`src/touch_irq_defines.svh`:
```
// Purpose: constants of the touch interrupt output configuration block
// Assumes: 250 MHz system clock, 2 MHz internal oscillator
// Notes: register addresses are 7-bit
`ifndef TOUCH_IRQ_DEFINES_SVH
`define TOUCH_IRQ_DEFINES_SVH

`define GEN_STATUS_ADDR 7'h00
`define GEN_CONFIG_ADDR 7'h01
`define GEN_CONFIG_RESET 8'hf0

`define CFG_RSEL_BIT 7
`define CFG_HOLD_BIT 6
`define CFG_PU_BIT 5
`define CFG_OD_BIT 4
`define CFG_MASK_BIT 3
`define CFG_EDGE_BIT 2
`define CFG_ETIME_HI 1
`define CFG_ETIME_LO 0

`define ETIME_CODE_4 2'h0
`define ETIME_CODE_16 2'h1
`define ETIME_CODE_64 2'h2
`define ETIME_TICKS_4 8'h04
`define ETIME_TICKS_16 8'h10
`define ETIME_TICKS_64 8'h40
`define ETIME_TICKS_128 8'h80

`define CLK_PERIOD_NS 4
`define OSC_PERIOD_NS 500

`endif

```
`src/touch_irq_pkg.sv`:
```
// Purpose: shared types of the touch interrupt output configuration block
// Assumes: nothing
// Notes: edge pulse sequencer states
package touch_irq_pkg;
   typedef enum logic {ev_idle, ev_pulse} edge_state_type;
endpackage

```
`src/touch_irq_output_config.sv`:
```
// Purpose: general configuration register and touch interrupt pin driver
// Assumes: register writes and touch inputs are synchronous to clk_sys
// Notes: interrupt pin is active low; open-drain uses output enable only
// Contract
// edge pulse lasts 4/16/64/128 oscillator periods
// style 0: pin follows touch or conversion continuously
// style 1: each touch event gives one pulse; the code ignores touch events that arrive while a pulse is running
// mask forces pin inactive, high or released
// drive type selects push-pull or open-drain
// holder bit enables serial data bus holder
// edge flag only in direct, edge style
// continuous flag shows touch or conversion
`timescale 1ns/10ps
`include "touch_irq_defines.svh"

module touch_irq_output_config
   import touch_irq_pkg::*;
#(
   parameter int unsigned OSC_DIV = (`OSC_PERIOD_NS + `CLK_PERIOD_NS - 1) / `CLK_PERIOD_NS
) (
   input wire logic clk_sys,
   input wire logic rstn,
   input wire logic reg_wr_en,
   input wire logic [6:0] reg_addr,
   input wire logic [7:0] reg_wr_data,
   input wire logic auto_mode,
   input wire logic touch_present,
   input wire logic conv_busy,
   input wire logic touch_event,
   output logic [7:0] reg_rd_data,
   output logic touch_interrupt_pin_o,
   output logic touch_interrupt_pin_oe,
   output logic interrupt_pin_pullup_enable,
   output logic data_out_holder_enable,
   output logic touch_detect_resistor_select,
   output logic edge_event_flag,
   output logic continuous_touch_flag
);

   localparam logic [15:0] DIV_LAST = 16'(OSC_DIV - 1);

   if (OSC_DIV < 1 || OSC_DIV > 65536) begin : g_div_check
      $error("OSC_DIV out of range");
   end

   function automatic logic [7:0] edge_ticks(input logic [1:0] code);
      unique case (code)
         `ETIME_CODE_4: edge_ticks = `ETIME_TICKS_4;
         `ETIME_CODE_16: edge_ticks = `ETIME_TICKS_16;
         `ETIME_CODE_64: edge_ticks = `ETIME_TICKS_64;
         default: edge_ticks = `ETIME_TICKS_128;
      endcase
   endfunction

   logic [7:0] cfg_q, cfg_d;
   edge_state_type state_q, state_d;
   logic [15:0] div_q, div_d;
   logic [7:0] left_q, left_d;
   logic pin_o_q, pin_o_d, pin_oe_q, pin_oe_d;
   logic pu_q, pu_d, hold_q, hold_d, rsel_q, rsel_d;
   logic eflag_q, eflag_d, cflag_q, cflag_d;
   logic [7:0] rd_q, rd_d;
   logic edge_style, irq_assert, open_drain;

   // configuration register
   always_comb begin
      cfg_d = cfg_q;
      if (reg_wr_en && reg_addr == `GEN_CONFIG_ADDR) begin
         cfg_d = reg_wr_data;
      end
   end

   always_ff @(posedge clk_sys or negedge rstn) begin
      if (!rstn) begin
         cfg_q <= `GEN_CONFIG_RESET;
      end else begin
         cfg_q <= cfg_d;
      end
   end

   assign edge_style = !auto_mode && cfg_q[`CFG_EDGE_BIT];
   assign open_drain = cfg_q[`CFG_OD_BIT];

   // edge pulse sequencer, timed in oscillator periods
   always_comb begin
      state_d = state_q;
      div_d = div_q;
      left_d = left_q;
      unique case (state_q)
         ev_idle: begin
            if (edge_style && touch_event) begin
               state_d = ev_pulse;
               div_d = 16'h0000;
               left_d = edge_ticks(cfg_q[`CFG_ETIME_HI:`CFG_ETIME_LO]);
            end
         end
         ev_pulse: begin
            if (div_q == DIV_LAST) begin
               div_d = 16'h0000;
               if (left_q == 8'h01) begin
                  state_d = ev_idle;
               end else begin
                  left_d = left_q - 8'h01;
               end
            end else begin
               div_d = div_q + 16'h0001;
            end
         end
      endcase
   end

   always_ff @(posedge clk_sys or negedge rstn) begin
      if (!rstn) begin
         state_q <= ev_idle;
         div_q <= 16'h0000;
         left_q <= 8'h00;
      end else begin
         state_q <= state_d;
         div_q <= div_d;
         left_q <= left_d;
      end
   end

   // pin drive, flags and read-back
   always_comb begin
      if (cfg_q[`CFG_EDGE_BIT]) begin
         irq_assert = state_q == ev_pulse;
      end else begin
         irq_assert = touch_present || conv_busy;
      end
      if (auto_mode || cfg_q[`CFG_MASK_BIT]) begin
         irq_assert = 1'b0;
      end
      pin_o_d = open_drain ? 1'b0 : !irq_assert;
      pin_oe_d = open_drain ? irq_assert : 1'b1;
      pu_d = cfg_q[`CFG_PU_BIT] && open_drain;
      hold_d = cfg_q[`CFG_HOLD_BIT];
      rsel_d = cfg_q[`CFG_RSEL_BIT];
      eflag_d = edge_style && touch_present;
      cflag_d = !auto_mode && !cfg_q[`CFG_EDGE_BIT] && (touch_present || conv_busy);
      if (reg_addr == `GEN_STATUS_ADDR) begin
         rd_d = {6'h00, eflag_q, cflag_q};
      end else if (reg_addr == `GEN_CONFIG_ADDR) begin
         rd_d = cfg_q;
      end else begin
         rd_d = 8'h00;
      end
   end

   always_ff @(posedge clk_sys or negedge rstn) begin
      if (!rstn) begin
         pin_o_q <= 1'b1;
         pin_oe_q <= 1'b1;
         pu_q <= 1'b1;
         hold_q <= 1'b1;
         rsel_q <= 1'b1;
         eflag_q <= 1'b0;
         cflag_q <= 1'b0;
         rd_q <= 8'h00;
      end else begin
         pin_o_q <= pin_o_d;
         pin_oe_q <= pin_oe_d;
         pu_q <= pu_d;
         hold_q <= hold_d;
         rsel_q <= rsel_d;
         eflag_q <= eflag_d;
         cflag_q <= cflag_d;
         rd_q <= rd_d;
      end
   end

   assign reg_rd_data = rd_q;
   assign touch_interrupt_pin_o = pin_o_q;
   assign touch_interrupt_pin_oe = pin_oe_q;
   assign interrupt_pin_pullup_enable = pu_q;
   assign data_out_holder_enable = hold_q;
   assign touch_detect_resistor_select = rsel_q;
   assign edge_event_flag = eflag_q;
   assign continuous_touch_flag = cflag_q;

   // pulse length measurement for checking
   logic [23:0] len_q, exp_q;
   always_ff @(posedge clk_sys or negedge rstn) begin
      if (!rstn) begin
         len_q <= 24'h000000;
         exp_q <= 24'h000000;
      end else begin
         len_q <= (state_q == ev_pulse) ? len_q + 24'h000001 : 24'h000000;
         if (state_q == ev_idle && state_d == ev_pulse) begin
            exp_q <= 24'(edge_ticks(cfg_q[`CFG_ETIME_HI:`CFG_ETIME_LO]) * OSC_DIV);
         end
      end
   end
endmodule

```
`config.mk`:
```
export PLATFORM = sky130hd
export DESIGN_NAME = touch_irq_output_config
export DESIGN_NICKNAME = d
export VERILOG_FILES = /design/src/touch_irq_pkg.sv /design/src/touch_irq_output_config.sv
export VERILOG_INCLUDE_DIRS = /design/src
export SDC_FILE = /design/constraint.sdc
export NUM_CORES = 1
export LEC_CHECK = 0
export ABC_CLOCK_PERIOD_IN_PS = 2000
export BUFFER_PORTS_ARGS = -buffer_cell sky130_fd_sc_hd__buf_2
export CAP_MARGIN = 20
export CORE_ASPECT_RATIO = 2
export CORE_MARGIN = 3
export CORE_UTILIZATION = 25
export CTS_CLUSTER_SIZE = 24
export DETAILED_ROUTE_END_ITERATION = 12
export PLACE_DENSITY = 0.48
export SYNTH_ARGS = -nofsm -noshare
export SYNTH_HDL_FRONTEND = slang
export SYNTH_SLANG_ARGS = --single-unit
```
`constraint.sdc`:
```
create_clock -name clk_sys -period 2 [get_ports clk_sys]
set_input_delay 0.2 -clock clk_sys [delete_from_list [all_inputs] [get_ports clk_sys]]
set_output_delay 0.2 -clock clk_sys [all_outputs]
set_load 0.005 [all_outputs]
```
==> Yosys cells after proc, flatten, opt, wreduce, memory -nomap -nowiden <==
Cells that the tools add are included.
{ "classes": {"addsub": 2, "reduce_logical": 15, "bitwise_logic": 1, "n_eq_ne": 8, "n_mux": 18} }
{ "ops": {"columns": ["op", "n"], "rows": [
  ["$mux 8", 5],
  ["$mux 16", 2],
  ["$pmux 16 s2", 1],
  ["$pmux 8 s3", 1],
  ["$add 16x1->16 const B", 1],
  ["$eq 16x7->1 const B", 1],
  ["$pmux 8 s2", 1],
  ["$eq 8x1->1 const B", 1],
  ["$sub 8x1->8 const B", 1],
  ["$eq 7x1->1 const B", 1],
  ["$logic_and 1x1->1", 7],
  ["$logic_not 7->1", 1],
  ["$mux 1", 7],
  ["$ne 2x2->1 const B", 2],
  ["$logic_not 1->1", 3],
  ["$reduce_and 3->1", 1],
  ["$eq 2x1->1 const B", 1],
  ["$eq 2x2->1 const B", 1],
  ["$logic_not 2->1", 1],
  ["$logic_or 1x1->1", 2],
  ["$ne 2x1->1 const B", 1],
  ["$pmux 1 s2", 1],
  ["$not 1->1", 1]
]} }
{ "totals": {"input_bits": 22, "ff_bits": 48} }

==> Depth between registers and ports, before layout <==
{ "depth": {"depth_word": 5, "ltp_mapped": 9} }

==> Least setup slack after synthesis <==
OpenSTA, ideal clock, no wires.
{ "synth_timing": {"kind": "flip-flop to flip-flop", "from": "register div_q[0]", "to": "register div_q[14]", "required_ns": 1.862, "path_slack_ns": 0.135, "arrival_time_ns": 1.727, "synth_period_minus_slack_ns": 1.865, "stages_incl_launch_ff": 10, "n_path_buf": 2, "cell_sequence": "dfrtp_1 > inv_1 > ha_1 > nor4b_2 > nand4_2 > and2_1 > clkbuf_2 > buf_2 > a41oi_1 > a31oi_1"} }
{ "synth_via": {"elab_chain_len": 3, "elab_cells_between_ends": 4, "cone_classes": "add/sub (1); eq/ne (1); mux (2)"} }
{ "synth_lines": {"columns": ["item", "line_no", "rtl"], "rows": [
  ["from (decl)", "touch_irq_output_config.sv:57", "logic [15:0] div_q, div_d;"],
  ["from (signal assigned)", "touch_irq_output_config.sv:119", "div_q <= div_d;"],
  ["$add 16x1->16 / $eq 16x7->1 (equally long branches)", "touch_irq_output_config.sv:106, touch_irq_output_config.sv:98", null],
  ["$mux 16 (*)", "touch_irq_output_config.sv:98", "if (div_q == DIV_LAST) begin"],
  ["$pmux 16 s2 (*)", "touch_irq_output_config.sv:89", "unique case (state_q)"]
]} }
Mark *: on every way between the ends. The rest lies on a longest branch, timed or not.
A chain may end at the register's enable or synchronous reset.

==> Worst setup path after layout <==
{ "layout_timing": {"from": "register div_q[14]", "to": "register left_q[2]"} }
{ "layout_via": {"elab_chain_len": 3} }
{ "layout_lines": {"columns": ["item", "line_no", "rtl"], "rows": [
  ["$eq 16x7->1", "touch_irq_output_config.sv:98", null],
  ["$ne 2x1->1 (no line)", null, null],
  ["$reduce_and 3->1 (no line)", null, null],
  ["to (signal assigned)", "touch_irq_output_config.sv:120", "left_q <= left_d;"],
  ["to (decl)", "touch_irq_output_config.sv:58", "logic [7:0] left_q, left_d;"]
]} }
Every way passes these cells.

==> results_dict.tcl <==
set metrics [dict create \
    max_cap_viol_count 0 \
    fin_worst_skew_ps 6.28 \
    max_stage_delay_ps 440 \
    initial_core_util 0.258 \
    ctsHtreeMaxLevel 2 \
    synth_top_area_cell "dfrtp_1" \
    dieHeight_microns 143 \
    synth_common_cells "39 x dfrtp_1, 26 x nand2_1, 13 x o21ai_0, 12 x nor2_1" \
    multiInputGateArea_sq_mm 0.00110 \
    outcome "completed" \
    utilization 0.332 \
    grt_usage 0.119 \
    yosys.area_share.simple 0.227 \
    holdPathEnd "cfg_q[6]$_DFFE_PN1P_" \
    worstSetupPathType "register to register" \
    synth_edf_count 0 \
    wl_mm 5.74 \
    clockBufferDepth 2 \
    tightest_slew_ps 381 \
    numCtsBuffers 5 \
    worstPathMaxFanout 6 \
    path_cells "nor4b_4, nand4_4, buf_6, or4_4, o21ai_2, a221o_1" \
    endpoint_kind "register" \
    power_leakage_uw 0.00142 \
    regToRegSetupSlack_ps 90 \
    drtPass1Iterations 4 \
    grt_antenna_before_repair 0 \
    grt_pass1_vias 1978 \
    gr-total-overflow 0 \
    synthCells 228 \
    p_per_area_mw_per_mm2 1050 \
    drt-initial-drc-count 37 \
    tritoncts "yes" \
    synth_top_family_by_area "simple AND/OR/NAND/NOR gates" \
    r2r-end "left_q[2]$_DFFE_PN0P_" \
    layout_min_cycle_time_ps 1910 \
    clockRootBuffer "clkbuf_16" \
    synth_xor_area_frac 0.0112 \
    drive_gt1_frac 0.345 \
    cts.sinks 48 \
    cp_top_family "simple AND/OR/NAND/NOR gates" \
    synth_top_cell_area_share 0.417 \
    cp_data_required_time_ps 2230 \
    place_congestion 0.819 \
    fp.dieArea_sq_mm 0.0106 \
    r2r_start "div_q[14]$_DFFE_PN0P_" \
    ys_seq_elements 48 \
    route.detailed.drc 0 \
    dp_hpwl_mm 4.53 \
    place_ws_ps 12.4 \
    die_x_microns 74.4 \
    reg2reg_depth 6 \
    syn_area_sq_mm 0.00234 \
    yosysWarnings 0 \
    synth_ff_type "dfrtp_1" \
    worst_path_max_delay_cell "dfrtp_2" \
    placementRows 49 \
    seqCellArea_sq_mm 0.00121 \
    seq_area_frac_synth 0.518 \
    timing.final.crit_share 0.956 \
    avgSynthCellArea_sq_um 10.3 \
    synth_area_leaders "dfrtp_1 42%, dfstp_2 10%, nand2_1 4.2%" \
    synth_compound_area_frac 0.133 \
    hold_class "input pin to register" \
    nNetsFinal 315 \
    num_vias 1885 \
    clk_latency_ps 290 \
    yosysUniqueCellTypes 46 \
    fin_area_sq_mm 0.00301 \
    ys_async_sr_fraction 1.00 \
    grt_pass1_wl_mm 9.69 \
    path_clk_slew_ps 60 \
    p_total_uw 3170 \
    slew_violations 0 \
    via_per_inst 4.81 \
    worstPathArrival_ps 2140 \
    relSlewSlack 0.744 \
    hold_start "reg_wr_data[6]" \
    placed_area_sq_mm 0.00279 \
    io_pins 37 \
    grt_max_degree 23 \
    synth_fa_ha_area_frac 0.0214 \
    syn_to_final_growth_pct 28.7 \
    ant_nets 0 \
    worstHoldPathCells 2 \
    numPortBuffers 36 \
    muxShareOfSynthArea 0.0556 \
    synth_nets 254 \
    crit_buf_inv 1 \
    diodes 0 \
    cp-start-kind "register" \
    setup_ws_ps 87.7 \
    coreArea_sq_mm 0.00907 \
    num-fill-cells 935 \
    drt-wirelength-per-cell_microns 14.6 \
    yosysMostFrequentCell "dfrtp_1" \
    final_hold_viol_count 0 \
    finalSetupViolations 0 \
    max_freq_ghz 0.523 \
    vdd_drop_max_mv 0.790 \
]
[layer usage]
| layer | track usage | wire, microns | vias up |
|---|---|---|---|
| li1 | - | - | 944 |
| met1 | 0.121 | 2030 | 905 |
| met2 | 0.228 | 3410 | 30 |
| met3 | 0.0211 | 181 | 6 |
| met4 | 0.0478 | 111 | 0 |
| met5 | 0 | 0 | - |
[how the worst max path moves through the flow]
| stage | slack [ps] | cells past startpoint | endpoint | start |
|---|---|---|---|---|
| after floorplan | 130 | 9 | div_q[14]$_DFFE_PN0P_ | div_q[0]$_DFFE_PN0P_ |
| after global placement | 40 | 6 | div_q[10]$_DFFE_PN0P_ | div_q[9]$_DFFE_PN0P_ |
| after detailed placement | 10 | 6 | div_q[10]$_DFFE_PN0P_ | div_q[9]$_DFFE_PN0P_ |
| after CTS | 3 | 6 | div_q[10]$_DFFE_PN0P_ | div_q[9]$_DFFE_PN0P_ |
| after global routing | -50 | 8 | left_q[2]$_DFFE_PN0P_ | div_q[1]$_DFFE_PN0P_ |
| final | 90 | 6 | left_q[2]$_DFFE_PN0P_ | div_q[14]$_DFFE_PN0P_ |
[report_power, final]
part           total, uW  internal [uW]  switching [uW]
Sequential          1400           1190             206
Clock                843            499             344
Combinational        925            445             480
[registers in the layout, indices dropped and copies added (netlist names), 8 cells and up]
register	flops
div_q	16
cfg_q	8
left_q	8
reg_rd_data	8
[per-stage QoR]
| stage | hold slack, ps | cells | setup TNS, ps |
|---|---|---|---|
| final | 144 | 392 | 0 |
| after global routing | 139 | 392 | -93.3 |
| after CTS | 137 | 390 | 0 |
| after detailed placement | 112 | 381 | 0 |
| after global placement | 110 | 381 | 0 |
| after floorplan | -95.6 | 228 | 0 |
[cells by family after synthesis]
logic type | count (synthesis)
and+or+nand+nor | 94
AOI/OAI and AO/OA | 49
DFF | 48
buffers and inverters | 18
muxes | 12
adders and majority gates | 4
xor gates and xnor gates | 3
[what timing repair did]
| item | in CTS | in global routing |
|---|---|---|
| hold buffers | 1 | 0 |
| resized for setup | 0 | 12 |
| setup buffers | 0 | 2 |
| endpoints found under the hold margin | 8 | 0 |
| setup endpoints to repair | 0 | 15 |
[cell usage in the layout (no fill, tap or decap), types with 3 or more instances in the layout]
master	Yosys	routed
a31oi_1	11	11
buf_4	0	26
a21oi_1	8	8
mux2_2	8	8
dfstp_2	9	9
buf_2	2	36
and3_1	3	3
nand3_1	8	8
clkbuf_16	0	5
nand2_1	26	26
nor3_1	6	6
nor2_1	12	12
mux2i_1	4	4
o21ai_0	13	13
inv_1	8	7
ha_1	4	3
a41oi_1	4	4
nand4_1	3	3
nand2b_1	4	4
dfrtp_1	39	37
a21o_1	4	4
and2_1	11	10
nor4_1	6	6
[final cells by class]
class	count	area share
sequential	48	0.403
multi-input combinational	162	0.364
timing repair buffer	64	0.132
clock buffer	8	0.0486
tap	102	0.0424
inverter	8	0.00997
(Power assumes the default switching activity.)
